<file path="src/common/dsu_regs.vh">
// Constants for the doubleword store unit.
`ifndef DSU_REGS_VH
`define DSU_REGS_VH
`define DSU_OP_STORE_DWORD     6'h3F
`define DSU_OP_STORE_FP_DWORD  6'h3D
`define DSU_OP_STORE_COND      6'h3C
`define DSU_OP_LOAD_LINKED     6'h34
`define DSU_OP_MSB             31
`define DSU_OP_LSB             26
`define DSU_BASE_MSB           25
`define DSU_BASE_LSB           21
`define DSU_SRC_MSB            20
`define DSU_SRC_LSB            16
`define DSU_OFS_MSB            15
`define DSU_ALIGN_BITS         3
`define DSU_BLOCK_SHIFT        3
`define DSU_ALL_LANES          8'hFF
`define DSU_EXC_NONE           3'h0
`define DSU_EXC_ADDR_ERR       3'h1
`define DSU_EXC_TLB_REFILL     3'h2
`define DSU_EXC_TLB_INVALID    3'h3
`define DSU_EXC_TLB_MODIFIED   3'h4
`define DSU_EXC_RESERVED_INSTR 3'h5
`define DSU_EXC_COP_UNUSABLE   3'h6
`define DSU_FAIL_ON_EXC        2'h1
`define DSU_FAIL_ON_RETURN     2'h2
`endif

</file>
<file path="src/rtl/dsu_link_watch.v">
// Link flag tracker for the linked load and conditional store pair.
`include "dsu_regs.vh"
`default_nettype none
module dsu_link_watch
(
  // Clock and reset.
  input  wire        clock,
  input  wire        sys_rst,
  // Link events.
  input  wire        set_link,
  input  wire [63:0] set_paddr,
  input  wire        clear_link,
  input  wire [1:0]  fail_mode,
  input  wire        exc_taken,
  input  wire        exc_return,
  input  wire        snoop_store,
  input  wire [63:0] snoop_paddr,
  // Link state.
  output reg         link_flag_r,
  output reg  [63:0] link_paddr_r
);
  wire snoop_hit;
  wire exc_kill;
  assign snoop_hit = snoop_store &&
    (snoop_paddr[63:`DSU_BLOCK_SHIFT] == link_paddr_r[63:`DSU_BLOCK_SHIFT]);
  assign exc_kill = (exc_taken && fail_mode[0]) || (exc_return && fail_mode[1]);
  always @(posedge clock)
  begin
    if (sys_rst)
    begin
      link_flag_r  <= 1'b0;
      link_paddr_r <= 64'h0;
    end
    else if (set_link)
    begin
      link_flag_r  <= 1'b1;
      link_paddr_r <= set_paddr;
    end
    else if (snoop_hit || exc_kill || clear_link)
    begin
      link_flag_r <= 1'b0;
    end
  end
endmodule // dsu_link_watch
`default_nettype wire

</file>
<file path="src/rtl/dsu_store_unit.v">
// Doubleword store unit: plain, floating-point and conditional stores.
`include "dsu_regs.vh"
`default_nettype none
module dsu_store_unit
(
  // Clock and reset.
  input  wire        clock,
  input  wire        sys_rst,
  // Instruction issue.
  input  wire        issue_valid,
  input  wire [31:0] issue_instr,
  input  wire        issue_reserved,
  input  wire        fpu_usable,
  // Register file operands.
  input  wire [63:0] base_value,
  input  wire [63:0] src_gpr_value,
  input  wire [63:0] src_fpr_value,
  // Linked load completion and link events.
  input  wire        ll_done,
  input  wire [63:0] ll_paddr,
  input  wire [1:0]  fail_mode,
  input  wire        exc_taken,
  input  wire        exc_return,
  input  wire        snoop_store,
  input  wire [63:0] snoop_paddr,
  // Address translation.
  input  wire        xlat_ready,
  input  wire [63:0] xlat_paddr,
  input  wire [2:0]  xlat_cca,
  input  wire [2:0]  xlat_exc,
  // Memory write.
  input  wire        mem_ready,
  // Outputs: register selects.
  output reg  [4:0]  base_sel_r,
  output reg  [4:0]  src_sel_r,
  // Outputs: translation request.
  output reg         xlat_req_r,
  output reg  [63:0] xlat_vaddr_r,
  // Outputs: memory write.
  output reg         mem_wr_r,
  output reg  [63:0] mem_addr_r,
  output reg  [2:0]  mem_cca_r,
  output reg  [63:0] mem_wdata_r,
  output reg  [7:0]  mem_lanes_r,
  // Outputs: results.
  output reg         busy_r,
  output reg         done_r,
  output reg  [2:0]  exc_code_r,
  output reg         gpr_wr_r,
  output reg  [4:0]  gpr_wr_sel_r,
  output reg  [63:0] gpr_wr_data_r,
  output reg         link_flag_out_r
);
  localparam ST_IDLE  = 4'b0001;
  localparam ST_ADDR  = 4'b0010;
  localparam ST_XLAT  = 4'b0100;
  localparam ST_WRITE = 4'b1000;

  reg  [3:0]  state_r;
  reg  [3:0]  state_nxt;
  reg  [1:0]  kind_r;
  reg  [15:0] offset_r;
  reg  [63:0] data_r;
  wire [5:0]  opcode;
  wire [1:0]  kind_dec;
  wire        dec_valid;
  wire [63:0] eff_addr;
  wire        misaligned;
  wire        link_flag;
  wire [63:0] link_paddr;
  wire        clear_link;

  localparam K_PLAIN = 2'h0;
  localparam K_FP    = 2'h1;
  localparam K_COND  = 2'h2;

  assign opcode   = issue_instr[`DSU_OP_MSB:`DSU_OP_LSB];
  assign kind_dec = (opcode == `DSU_OP_STORE_FP_DWORD) ? K_FP :
                    (opcode == `DSU_OP_STORE_COND)     ? K_COND : K_PLAIN;
  assign dec_valid = (opcode == `DSU_OP_STORE_DWORD) || (opcode == `DSU_OP_STORE_FP_DWORD) ||
                     (opcode == `DSU_OP_STORE_COND);
  assign eff_addr = base_value + {{48{offset_r[`DSU_OFS_MSB]}}, offset_r};
  assign misaligned = |eff_addr[`DSU_ALIGN_BITS-1:0];
  assign clear_link = (state_r == ST_WRITE) && (kind_r == K_COND) && mem_ready;

  dsu_link_watch u_link
  (
    .clock        (clock),
    .sys_rst      (sys_rst),
    .set_link     (ll_done),
    .set_paddr    (ll_paddr),
    .clear_link   (clear_link),
    .fail_mode    (fail_mode),
    .exc_taken    (exc_taken),
    .exc_return   (exc_return),
    .snoop_store  (snoop_store),
    .snoop_paddr  (snoop_paddr),
    .link_flag_r  (link_flag),
    .link_paddr_r (link_paddr)
  );

  always @*
  begin
    state_nxt = state_r;
    case (state_r)
      ST_IDLE:  if (issue_valid && !issue_reserved && dec_valid &&
                    !(kind_dec == K_FP && !fpu_usable)) state_nxt = ST_ADDR;
      ST_ADDR:  state_nxt = misaligned ? ST_IDLE : ST_XLAT;
      ST_XLAT:
        if (xlat_ready)
        begin
          if (xlat_exc != `DSU_EXC_NONE)
            state_nxt = ST_IDLE;
          else if (kind_r == K_COND && !link_flag)
            state_nxt = ST_IDLE;
          else
            state_nxt = ST_WRITE;
        end
      ST_WRITE: if (mem_ready) state_nxt = ST_IDLE;
      default:  state_nxt = ST_IDLE;
    endcase
  end

  always @(posedge clock)
  begin
    if (sys_rst)
    begin
      state_r         <= ST_IDLE;
      kind_r          <= K_PLAIN;
      offset_r        <= 16'h0000;
      data_r          <= 64'h0;
      base_sel_r      <= 5'h00;
      src_sel_r       <= 5'h00;
      xlat_req_r      <= 1'b0;
      xlat_vaddr_r    <= 64'h0;
      mem_wr_r        <= 1'b0;
      mem_addr_r      <= 64'h0;
      mem_cca_r       <= 3'h0;
      mem_wdata_r     <= 64'h0;
      mem_lanes_r     <= 8'h00;
      busy_r          <= 1'b0;
      done_r          <= 1'b0;
      exc_code_r      <= `DSU_EXC_NONE;
      gpr_wr_r        <= 1'b0;
      gpr_wr_sel_r    <= 5'h00;
      gpr_wr_data_r   <= 64'h0;
      link_flag_out_r <= 1'b0;
    end
    else
    begin
      state_r         <= state_nxt;
      done_r          <= 1'b0;
      gpr_wr_r        <= 1'b0;
      link_flag_out_r <= link_flag;
      case (state_r)
        ST_IDLE:
          if (issue_valid)
          begin
            kind_r     <= kind_dec;
            offset_r   <= issue_instr[`DSU_OFS_MSB:0];
            base_sel_r <= issue_instr[`DSU_BASE_MSB:`DSU_BASE_LSB];
            src_sel_r  <= issue_instr[`DSU_SRC_MSB:`DSU_SRC_LSB];
            exc_code_r <= `DSU_EXC_NONE;
            if (issue_reserved || !dec_valid)
            begin
              done_r     <= 1'b1;
              exc_code_r <= `DSU_EXC_RESERVED_INSTR;
            end
            else if (kind_dec == K_FP && !fpu_usable)
            begin
              done_r     <= 1'b1;
              exc_code_r <= `DSU_EXC_COP_UNUSABLE;
            end
            else
              busy_r <= 1'b1;
          end
        ST_ADDR:
        begin
          data_r <= (kind_r == K_FP) ? src_fpr_value : src_gpr_value;
          if (misaligned)
          begin
            busy_r     <= 1'b0;
            done_r     <= 1'b1;
            exc_code_r <= `DSU_EXC_ADDR_ERR;
          end
          else
          begin
            xlat_req_r   <= 1'b1;
            xlat_vaddr_r <= eff_addr;
          end
        end
        ST_XLAT:
          if (xlat_ready)
          begin
            xlat_req_r <= 1'b0;
            if (xlat_exc != `DSU_EXC_NONE)
            begin
              busy_r     <= 1'b0;
              done_r     <= 1'b1;
              exc_code_r <= xlat_exc;
            end
            else if (kind_r == K_COND && !link_flag)
            begin
              busy_r        <= 1'b0;
              done_r        <= 1'b1;
              gpr_wr_r      <= 1'b1;
              gpr_wr_sel_r  <= src_sel_r;
              gpr_wr_data_r <= 64'h0;
            end
            else
            begin
              mem_wr_r    <= 1'b1;
              mem_addr_r  <= xlat_paddr;
              mem_cca_r   <= xlat_cca;
              mem_wdata_r <= data_r;
              mem_lanes_r <= `DSU_ALL_LANES;
            end
          end
        ST_WRITE:
          if (mem_ready)
          begin
            mem_wr_r    <= 1'b0;
            mem_lanes_r <= 8'h00;
            busy_r      <= 1'b0;
            done_r      <= 1'b1;
            if (kind_r == K_COND)
            begin
              gpr_wr_r      <= 1'b1;
              gpr_wr_sel_r  <= src_sel_r;
              gpr_wr_data_r <= {63'h0, link_flag};
            end
          end
        default:
          busy_r <= 1'b0;
      endcase
    end
  end
endmodule // dsu_store_unit
`default_nettype wire

</file>
<file path="config.mk">
export PLATFORM = sky130hd
export DESIGN_NAME = dsu_store_unit
export DESIGN_NICKNAME = d
export VERILOG_FILES = /design/src/rtl/dsu_link_watch.v /design/src/rtl/dsu_store_unit.v
export VERILOG_INCLUDE_DIRS = /design/src /design/src/common
export SDC_FILE = /design/constraint.sdc
export NUM_CORES = 1
export LEC_CHECK = 0
export BUFFER_PORTS_ARGS = -buffer_cell sky130_fd_sc_hd__buf_2
export CAP_MARGIN = 25
export CORE_AREA = 4 4 284 286
export CTS_CLUSTER_SIZE = 28
export DETAILED_ROUTE_END_ITERATION = 8
export DIE_AREA = 0 0 288 290
export SYNTH_ARGS = -nofsm -noshare
export SYNTH_HDL_FRONTEND = slang
export SYNTH_SLANG_ARGS = --single-unit
</file>
<file path="constraint.sdc">
create_clock -name clock -period 3.9 [get_ports clock]
set_input_delay 0.78 -clock clock [delete_from_list [all_inputs] [get_ports clock]]
set_output_delay 0.78 -clock clock [all_outputs]
set_load 0.02 [all_outputs]
</file>
==> results of run 1 <==
-- flip-flops by register name (all words and copies together) (netlist names), 2 cells and up --
name,flops
mem_addr_r,64
gpr_wr_sel_r,5
data_r,64
xlat_vaddr_r,64
src_sel_r,5
u_link.link_paddr_r,61
mem_cca_r,3
kind_r,2
exc_code_r,3
mem_wdata_r,64
offset_r,16
base_sel_r,5
state_r,4
-- how the worst max path moves through the flow --
stage,start,end
after CTS,offset_r[15]$_SDFFE_PP0P_,xlat_vaddr_r[63]$_SDFFE_PP0P_
final,offset_r[15]$_SDFFE_PP0P_,xlat_vaddr_r[63]$_SDFFE_PP0P_
after floorplan,offset_r[15]$_SDFFE_PP0P_,xlat_vaddr_r[61]$_SDFFE_PP0P_
after global placement,base_value[0],xlat_vaddr_r[56]$_SDFFE_PP0P_
after global routing,offset_r[15]$_SDFFE_PP0P_,xlat_vaddr_r[63]$_SDFFE_PP0P_
after detailed placement,base_value[0],xlat_vaddr_r[56]$_SDFFE_PP0P_
-- through the flow --
step / setup TNS (ps) / cell area [µm²] / instances / setup slack (ps) / utilization
after floorplan: 0 / 18500 / 2300 / 148 / -
after global placement: -7.73 / 22500 / 3842 / -7.73 / 0.287
after detailed placement: -31.5 / 22500 / 3842 / -21.5 / 0.287
after CTS: 0 / 24100 / 3926 / 332 / 0.308
after global routing: 0 / 24200 / 3932 / 39.9 / 0.308
final: 0 / 24200 / 3933 / 326 / 0.308
-- power groups by stage --
| stage | logic (mW) | clock network (mW) | registers (mW) |
|---|---|---|---|
| finish | 1.63 | 4.48 | 3.92 |
| global route | 1.80 | 4.79 | 3.93 |
| CTS | 1.64 | 4.66 | 3.92 |
| detailed placement | 1.63 | 0 | 4.00 |
| global placement | 1.63 | 0 | 4.00 |
| floorplan | 1.02 | 0 | 4.01 |
-- metal layers --
metal | global-route usage | vias to the layer above
met2 | 0.262 | 544
met3 | 0.0380 | 94
met1 | 0.201 | 8098
met4 | 0.0456 | 8
met5 | 0 | -
li1 | - | 8838
-- cell usage in the layout, fill, tap and decap left out, drive strengths merged, types with 6 or more instances in the layout --
cell type  count
and3          11
a211oi        75
nand3         29
o21ai         54
o21bai        14
a221oi         7
nand2b         7
and2          11
nand2        464
dfxtp        368
buf          709
nor2         180
mux2i        133
clkbuf        58
ha            63
a21o          35
conb          63
xnor2         35
nor2b          7
inv           30
or3            7
nor4          20
a31oi         11
nor3          13
clkinv        14
nand4         23
o21a           6
xor2          74
a21oi        286
-- logic make-up (layout without fill, tap and decap cells) --
family	count (synthesis)	in the layout	synth area share
compound gates	535	535	0.179
flops	368	368	0.404
xor+xnor	109	109	0.0523
buf+inv	241	819	0.0662
fa+ha+maj	64	64	0.0443
other cells	1	68	0.000205
mux	133	133	0.0730
simple gates	787	787	0.181
-- final cells by class --
type / count / area, µm² / area share
tap: 1050 / 1310 / 0.0544
antenna: 5 / 12.5 / 0.000518
sequential: 368 / 7370 / 0.305
clock buffer: 57 / 1260 / 0.0522
timing repair buffer: 710 / 3820 / 0.158
multi-input combinational: 1691 / 9930 / 0.411
clock inverter: 27 / 353 / 0.0146
inverter: 25 / 93.8 / 0.00388
-- worst reg2reg max path, stage by stage (launching register included) --
cell and delay, ps:
dfxtp_2 630, buf_4 290, ha_1 340, a21oi_1 240
o21ai_0 180, a221oi_1 290, o21ai_0 240, a221oi_1 430
o21ai_0 190, a21oi_1 170, o31ai_1 100, xnor2_1 130
a211oi_1 210
==> metrics.md, run 1 <==
| Metric | Value |
|---|---|
| Clk slew on worst S/H paths | `60 ps` |
| Design Power | `10.0 mW` |
| WL/cell | `17.8 µm` |
| Critical path class | `reg -> reg` |
| Average cell area after synthesis | `8.15 µm²` |
| Worst Hold Depth | `3` |
| R2r endpoint | `xlat_vaddr_r[63]$_SDFFE_PP0P_` |
| Hold_buf cts | `0` |
| VDD IR-drop max | `0.235 mV` |
| Area Growth Syn to Fin | `32.4%` |
| Met3 wire len | `5050 µm` |
| CTS Buf Count | `45` |
| Post-Syn Area | `0.0182 mm²` |
| Htree depth | `2` |
| Top Ports | `726` |
| Worst-case clock buffer depth | `3` |
| NumNets Final | `3340` |
| First drt pass iteration count | `5` |
| Data required, critical path | `4370 ps` |
| Clk_lat worst skew | `590 ps` |
| Die W | `288 µm` |
| Uppermost layer routed | `met5` |
| Tmin final | `3570 ps` |
| Tightest Pin Transition | `954 ps` |
| Seq/Total Area, Yosys | `0.404` |
| R2r setup slk | `330 ps` |
| Slowest cell on crit path | `dfxtp_2` |
| Skew final | `30.7 ps` |
| Num rows | `103` |
| Core area | `0.0784 mm²` |
| Most frequent CP cell | `o21ai_0` |
| Hold_sp | `xlat_paddr[62]` |
| Synth area leaders | `dfxtp_1, nand2_1, a21oi_1` |
| Yosys top cell area share | `0.404` |
| Net Sw Power | `2.86 mW` |
| First-pass GRT wire length | `101000 µm` |
| Detailed Place HPWL | `53900 µm` |
| Cell Chain, Critical Path | `buf_4, ha_1, a21oi_1, o21ai_0, a221oi_1, o21ai_0, a221oi_1, o21ai_0, a21oi_1, o31ai_1, xnor2_1, a211oi_1` |
| Crit end category | `flip-flop` |
| Max-Cap Viols | `0` |
| Post-CTS Setup Repair Bufs | `0` |
| Logic pwr share | `0.163` |
| Initial antenna violation count | `13` |
| Status | `completed` |
| Total die area | `0.0835 mm²` |
| Final hold violations | `0` |
| RR Startpoint | `offset_r[15]$_SDFFE_PP0P_` |
| Routed Antenna Nets | `0` |
| Grt ovf | `0` |
| CTS tree | `built` |
| Yosys warning count | `0` |
| Placer's final routability congestion estimate | `0.919` |
| Top-count cell post-synth | `nand2_1` |
| Hold EP | `mem_addr_r[62]$_SDFFE_PP0P_` |
| WL met2 | `32900 µm` |
| Metal-1 WL | `30100 µm` |
| Pins Over Slew Limit | `0` |
| Synth Flop Type | `dfxtp_1` |
| Power density cells | `415 mW/mm²` |
| Cells after Synth | `2238` |
| Startpoint Class | `flip-flop` |
| Clock share of power | `0.447` |
| Switching Share | `0.285` |
| Max_slew headroom | `0.358` |
| Routed WL | `70000 µm` |
| Internal | `7.17 mW` |
| Critical path depth in cells | `12` |
| DRC | `0` |
| Min Hold Slack | `427 ps` |
| Clock sinks | `368` |
| Leakage power | `10.7 nW` |
| Final Cycle Share | `0.916` |
| Vias in the first global route | `16.5k` |
| Synth area leader | `dfxtp_1` |
| IO Port Bufs | `656` |
| Fill count | `8518` |
| Critical Path Fanout Max | `17` |
| Seq pwr share | `0.391` |
| Vias post-DR | `17.6k` |
| CTS root buf | `clkbuf_16` |
| Synth Register Bits | `368` |
| Critical Path AT | `4050 ps` |
| CTS-repair resized insts | `0` |
| Crit path max-delay family | `compound AO/OA/AOI/OAI gates` |
| Starting density of the core | `0.233` |
| Post-synth top cells | `nand2_1, dfxtp_1, a21oi_1, nor2_1, mux2i_1` |
| Max incr delay on CP | `630 ps` |
| WP buf/inv | `1` |
| Highest clock rate | `280 MHz` |
| DR iter-0 viols | `927` |
| Post-synth ARST share | `0` |
| Total track usage | `0.157` |
| Synth cell types | `72` |
| Final setup fails | `0` |
| Worst min path class | `in -> reg` |
| Vias/cell | `4.47` |
| Die H | `290 µm` |
| Post-synth EDFFs | `0` |
| Largest net degree at the start of global routing | `173` |
| RSZ-0062 raised after global routing | `no` |
| Reg2reg path depth | `12` |
| Layout cells sized above 1 | `0.284` |
(Power assumes the default switching activity.)
==> inputs of run 2 (changes only) <==
--- a/config.mk
+++ b/config.mk
@@ -8,10 +8,11 @@
 export LEC_CHECK = 0
 export BUFFER_PORTS_ARGS = -buffer_cell sky130_fd_sc_hd__buf_2
 export CAP_MARGIN = 25
-export CORE_AREA = 4 4 284 286
+export CORE_AREA = 4 4 279 281
 export CTS_CLUSTER_SIZE = 28
 export DETAILED_ROUTE_END_ITERATION = 8
-export DIE_AREA = 0 0 288 290
+export DIE_AREA = 0 0 283 285
 export SYNTH_ARGS = -nofsm -noshare
 export SYNTH_HDL_FRONTEND = slang
+export SYNTH_HIERARCHICAL = 1
 export SYNTH_SLANG_ARGS = --single-unit
==> constraint.sdc (replaced) <==
create_clock -name clock -period 3.9 [get_ports clock]
set_input_delay 0 -clock clock [delete_from_list [all_inputs] [get_ports clock]]
set_output_delay 0 -clock clock [all_outputs]
set_load 0.02 [all_outputs]
==> run 2 against run 1 <==
Clock skew down 15 ps; total power is 1.1% lower; core utilization is 5.8 points higher; non-clock buffer count is 328 higher; highest routed layer unchanged.
==> metrics.md, run 2 <==
| Metric | Value |
|---|---|
| Crit path max-delay family | `compound AO/OA/AOI/OAI gates` |
| RR Startpoint | `offset_r[15]$_SDFFE_PP0P_` |
| Post-Syn Area | `0.0186 mm² (+1.8%)` |
| Top Ports | `726 (unchanged)` |
| Num rows | `101 (-1.9%)` |
| First-pass GRT wire length | `114000 µm (+13%)` |
| Clk slew on worst S/H paths | `60 ps (about the same)` |
| Max_slew headroom | `0.152 (-0.206)` |
| Max incr delay on CP | `700 ps (+70 ps)` |
| Worst min path class | `in -> reg` |
| Max-Cap Viols | `0 (unchanged)` |
| Pre-CTS setup slack | `452 ps (+474 ps)` |
| Critical path class | `reg -> reg` |
| Vias post-DR | `19.6k (+11%)` |
| Power density cells | `359 mW/mm² (-14%)` |
| Area Growth Syn to Fin | `48.8%` |
| Starting density of the core | `0.246 (+0.0133)` |
| Final hold violations | `0 (unchanged)` |
| R2r endpoint | `xlat_vaddr_r[60]$_SDFFE_PP0P_` |
| CTS Buf Count | `45 (unchanged)` |
| Most common cell after layout, fill and taps aside | `buf_2` |
| Tightest Pin Transition | `1270 ps (+317 ps)` |
| Total track usage | `0.179 (+0.0215)` |
| Data required, critical path | `4350 ps (-20 ps)` |
| Worst setup margin | `392 ps (+66.3 ps)` |
| Area of the multi-input gates | `0.0102 mm² (+2.5%)` |
| Pins Over Slew Limit | `0 (unchanged)` |
| Placer's final routability congestion estimate | `0.906 (-1.3%)` |
| Routed WL | `76100 µm (+8.8%)` |
| Fill count | `7651 (-10%)` |
| Setup TNS | `0 ps (unchanged)` |
| Hold_sp | `base_value[44]` |
| RSZ-0062 raised after global routing | `no` |
| Total die area | `0.0807 mm² (-3.4%)` |
| Yosys warning count | `6 (+6)` |
| Worst-case clock buffer depth | `3 (unchanged)` |
| Startpoint Class | `flip-flop` |
| CTS-repair resized insts | `0 (unchanged)` |
| Clock sinks | `368 (unchanged)` |
| Die W | `283 µm (-1.7%)` |
| Clk_lat worst skew | `580 ps (about the same)` |
| CTS root buf | `clkbuf_16` |
| Highest clock rate | `285 MHz (+1.9%)` |
| Routed Antenna Nets | `0 (unchanged)` |
| Final setup fails | `0 (unchanged)` |
| Most frequent CP cell | `nand2_1` |
| CTS tree | `built` |
| R2r setup slk | `390 ps (+70 ps)` |
| First drt pass iteration count | `5 (unchanged)` |
| Crit end category | `flip-flop` |
| Min Hold Slack | `42.2 ps (-385 ps)` |
| Core area | `0.0754 mm² (-3.7%)` |
| Fin cells | `4230 (+7.6%)` |
| Htree depth | `2 (unchanged)` |
| Initial antenna violation count | `8 (-5)` |
| Die H | `285 µm (-1.7%)` |
| Hold EP | `xlat_vaddr_r[44]$_SDFFE_PP0P_` |
| WP buf/inv | `1 (unchanged)` |
| VDD IR-drop max | `0.387 mV (+64%)` |
| Detailed Place HPWL | `55500 µm (+3.0%)` |
| Status | `completed` |
| Cells after Synth | `2283 (+2.0%)` |
| Skew final | `15.2 ps (-15.4 ps)` |
| Most frequent cells in the layout | `buf_2, nand2_1, dfxtp_1, dlygate4sd3_1, a21oi_1` |
| Average cell area after synthesis | `8.14 µm² (-0.21%)` |
| Worst Hold Depth | `4 (+1)` |
| Leakage power | `12.0 nW (+13%)` |
| Reg2reg path depth | `11 (-1)` |
| Tmin final | `3510 ps (-66.3 ps)` |
| Post-CTS Setup Repair Bufs | `0 (unchanged)` |
| NumNets Final | `3711 (+11%)` |
| IO Port Bufs | `656 (unchanged)` |
| Placed Cells | `3787 (-1.4%)` |
| Final Cycle Share | `0.899 (-0.0170)` |
| DRC | `0 (unchanged)` |
| Critical Path AT | `3960 ps (-90 ps)` |
| Slowest cell on crit path | `dfxtp_2` |
| Grt ovf | `0 (unchanged)` |
| Vias/cell | `4.63 (+3.7%)` |
| Layout cells sized above 1 | `0.245 (-0.0393)` |
| Largest net degree at the start of global routing | `204 (+18%)` |
| Cell Chain, Critical Path | `buf_4, ha_1, nand2_1, nor2_1, nand2_1, or2_2, o32ai_2, o21a_1, a41oi_1, xor2_1, o21ai_1` |
| DR iter-0 viols | `848 (-8.5%)` |
| Register area | `0.00737 mm² (unchanged)` |
| WL/cell | `18.0 µm (+1.2%)` |
| Critical Path Fanout Max | `26 (+9)` |
| Vias in the first global route | `19.5k (+18%)` |
[run 2: cell type report]
type                    count  area share
multi-input cells        1720       0.368
flip-flops and latches    368       0.267
repair buffers           1038       0.258
clock buffers              60      0.0450
well taps                 978      0.0443
clock inverters            22      0.0122
inverters                  39     0.00530
diodes                      5    0.000453
[run 2: per-layer routing]
layer / vias up / global-route usage / wire length [µm]
met4: 2 / 0.0751 / 3270
met1: 9051 / 0.218 / 31800
met5: - / 0 / 7
li1: 9688 / - / -
met2: 690 / 0.301 / 35500
met3: 169 / 0.0444 / 5570
[run 2: worst max-delay path by stage]
stage	start	end	slack, ps	cells after the start
after floorplan	offset_r[15]$_SDFFE_PP0P_	xlat_vaddr_r[63]$_SDFFE_PP0P_	260	11
after global placement	offset_r[15]$_SDFFE_PP0P_	xlat_vaddr_r[63]$_SDFFE_PP0P_	480	10
after detailed placement	offset_r[15]$_SDFFE_PP0P_	xlat_vaddr_r[60]$_SDFFE_PP0P_	450	11
after CTS	offset_r[15]$_SDFFE_PP0P_	xlat_vaddr_r[60]$_SDFFE_PP0P_	420	11
after global routing	offset_r[15]$_SDFFE_PP0P_	xlat_vaddr_r[60]$_SDFFE_PP0P_	190	11
final	offset_r[15]$_SDFFE_PP0P_	xlat_vaddr_r[60]$_SDFFE_PP0P_	390	11
[run 2: metrics by stage]
step	power [mW]	util	area, µm²
6_report	9.92	0.366	27600
5_1_grt	10.3	0.366	27600
4_1_cts	10.1	0.366	27600
3_5_place_dp	5.21	0.298	22500
3_3_place_gp	5.20	0.298	22500
2_1_floorplan	4.75	-	18800
[run 2: what timing repair did]
action | in CTS | in global routing
endpoints found under the hold margin | 275 | 0
hold buffers | 356 | 0
setup endpoints to repair | 0 | 0
[run 2: report_power, final]
| part | internal [mW] | switching (mW) | total [mW] |
|---|---|---|---|
| Combinational | 0.722 | 0.816 | 1.54 |
| Sequential | 3.82 | 0.0485 | 3.87 |
| Clock | 2.73 | 1.78 | 4.51 |
[run 2: worst register-to-register path, stage by stage, from the launching register on]
cell     delay [ps]
dfxtp_2         700
buf_4           430
ha_1            330
nand2_1         110
nor2_1          170
nand2_1         140
or2_2           300
o32ai_2         480
o21a_1          320
a41oi_1         170
xor2_1          160
o21ai_1          70
==> inputs of run 3 (changes only) <==
--- a/config.mk
+++ b/config.mk
@@ -6,12 +6,13 @@
 export SDC_FILE = /design/constraint.sdc
 export NUM_CORES = 1
 export LEC_CHECK = 0
-export BUFFER_PORTS_ARGS = -buffer_cell sky130_fd_sc_hd__buf_2
+export BUFFER_PORTS_ARGS = -buffer_cell sky130_fd_sc_hd__buf_4
 export CAP_MARGIN = 25
 export CORE_AREA = 4 4 279 281
 export CTS_CLUSTER_SIZE = 28
 export DETAILED_ROUTE_END_ITERATION = 8
 export DIE_AREA = 0 0 283 285
+export MAX_ROUTING_LAYER = met4
 export SYNTH_ARGS = -nofsm -noshare
 export SYNTH_HDL_FRONTEND = slang
 export SYNTH_HIERARCHICAL = 1
==> run 3 against run 2 <==
Sequential power barely moved; largest cell class unchanged; cell count fell by 0.17%; first-iteration DRC count is 38% higher; critical endpoint is now xlat_vaddr_r[63]$_SDFFE_PP0P_; critical path type unchanged.
==> metrics.md, run 3 (synthesis results as in run 2) <==
| Metric | Value |
|---|---|
| Status | `completed` |
| Initial antenna violation count | `8 (unchanged)` |
| VDD IR-drop max | `0.299 mV (-23%)` |
| Critical Path AT | `3920 ps (-40 ps)` |
| Slowest cell on crit path | `dfxtp_2` |
| Setup TNS | `0 ps (unchanged)` |
| Vias in the first global route | `19.8k (+1.1%)` |
| Highest clock rate | `289 MHz (+1.4%)` |
| CTS-repair resized insts | `0 (unchanged)` |
| WP buf/inv | `0 (-1)` |
| Layout cells sized above 1 | `0.244 (-0.000789)` |
| Placer's final routability congestion estimate | `0.928 (+2.4%)` |
| Worst-case clock buffer depth | `3 (unchanged)` |
| DRC | `0 (unchanged)` |
| Max-Cap Viols | `0 (unchanged)` |
| Clk slew on worst S/H paths | `60 ps (about the same)` |
| Core area | `0.0754 mm² (unchanged)` |
| Max_slew headroom | `0.209 (+0.0564)` |
| Detailed Place HPWL | `56600 µm (+2.0%)` |
| CTS root buf | `clkbuf_16` |
| Hold_sp | `base_value[24]` |
| Critical path class | `reg -> reg` |
| Area Growth Syn to Fin | `56.4%` |
| First-pass GRT wire length | `116000 µm (+1.5%)` |
| Total track usage | `0.186 (+0.00787)` |
| Vias/cell | `4.62 (-0.27%)` |
| Crit end category | `flip-flop` |
| Leakage power | `12.2 nW (+1.6%)` |
| Max incr delay on CP | `710 ps (about the same)` |
| Most common cell after layout, fill and taps aside | `buf_4` |
| Hold_buf cts | `351 (-1.4%)` |
| Largest net degree at the start of global routing | `194 (-4.9%)` |
| Total die area | `0.0807 mm² (unchanged)` |
| Post-CTS Setup Repair Bufs | `0 (unchanged)` |
| Pins Over Slew Limit | `0 (unchanged)` |
| Tightest Pin Transition | `1190 ps (-84.5 ps)` |
| Tmin final | `3460 ps (-48.8 ps)` |
| Util after Layout | `0.385 (+0.0189)` |
| Worst min path class | `in -> reg` |
| CTS Buf Count | `43 (-4.4%)` |
| Data required, critical path | `4360 ps (about the same)` |
| RR Startpoint | `offset_r[15]$_SDFFE_PP0P_` |
| Critical Path Fanout Max | `27 (+3.8%)` |
| DR iter-0 viols | `1174 (+38%)` |
| Starting density of the core | `0.246 (unchanged)` |
| Top Ports | `726 (unchanged)` |
| Design Power | `9.66 mW (-2.6%)` |
| Skew final | `28.4 ps (+13.2 ps)` |
| WL/cell | `18.2 µm (+1.3%)` |
| Routed Antenna Nets | `0 (unchanged)` |
| Startpoint Class | `flip-flop` |
| Die W | `283 µm (unchanged)` |
| Power density cells | `332 mW/mm² (-7.4%)` |
| Final setup fails | `0 (unchanged)` |
| CTS tree | `built` |
| Clock sinks | `368 (unchanged)` |
| IO Port Bufs | `656 (unchanged)` |
| Vias post-DR | `19.5k (-0.43%)` |
| First drt pass iteration count | `5 (unchanged)` |
| Most frequent cells in the layout | `buf_4, nand2_1, dfxtp_1, dlygate4sd3_1, a21oi_1` |
| Final Cycle Share | `0.887 (-0.0125)` |
| NumNets Final | `3704 (-0.19%)` |
| RSZ-0062 raised after global routing | `no` |
| Cell Chain, Critical Path | `ha_1, a211oi_1, nor2_1, o31ai_1, a221oi_1, and4_1, a311o_2, a21o_1, a221oi_2, o211ai_1` |
| Num rows | `101 (unchanged)` |
| Routed WL | `77000 µm (+1.1%)` |
| Htree depth | `2 (unchanged)` |
| CP startpoint | `offset_r[15]$_SDFFE_PP0P_` |
| Crit path max-delay family | `compound AO/OA/AOI/OAI gates` |
| Die H | `285 µm (unchanged)` |
| Final hold violations | `0 (unchanged)` |
| Grt ovf | `0 (unchanged)` |
| Clk_lat worst skew | `580 ps (about the same)` |
==> run 3: cell type report <==
| type | count | area (µm²) |
|---|---|---|
| Antenna cell | 8 | 20.0 |
| Clock buffer | 62 | 1250 |
| Clock inverter | 15 | 168 |
| Fill cell | 7556 | 46400 |
| Inverter | 39 | 146 |
| Multi-Input combinational cell | 1720 | 10200 |
| Sequential cell | 368 | 7370 |
| Tap cell | 978 | 1220 |
| Timing Repair Buffer | 1033 | 8700 |
==> run 3: report_power, final <==
group          switching, mW  internal [mW]  leakage (nW)
sequential            0.0472           3.82          2.98
combinational          0.829          0.858          8.56
clock                   1.74           2.37         0.697
==> run 3: tightest hold or removal path: cells and delay by family <==
family,cells,cell delay (ps)
adder cells (fa/ha/maj),1,250
XOR/XNOR,1,110
buffers and inverters,1,80
AND/OR/NAND/NOR,1,70
AO/OA/AOI/OAI,1,60
==> run 3: path summary, 6_finish.rpt <==
check / to / slack, ps / cells past startpoint
hold / removal: xlat_vaddr_r[24]$_SDFFE_PP0P_ / 40 / 5
setup reg to reg: xlat_vaddr_r[63]$_SDFFE_PP0P_ / 440 / 10
hold reg to reg: mem_wdata_r[32]$_SDFFE_PP0P_ / 440 / 2
setup / recovery: xlat_vaddr_r[63]$_SDFFE_PP0P_ / 440 / 10
==> run 3: routing by layer <==
| layer | track usage | part of all wire |
|---|---|---|
| met4 | 0.0526 | 0.028 |
| met1 | 0.229 | 0.43 |
| met5 | - | 0 |
| met3 | 0.0411 | 0.064 |
| met2 | 0.309 | 0.48 |
==> run 3: per-stage QoR <==
stage                     std cells  cell area (µm²)  setup slack, ps  hold slack (ps)
final                          4223            29100              441             40.5
after global routing           4221            29100              244             45.2
after CTS                      4215            29000              443             2.13
after detailed placement       3787            24100              462              243
after global placement         3787            24100              420              239
after floorplan                2345            18800              264              136
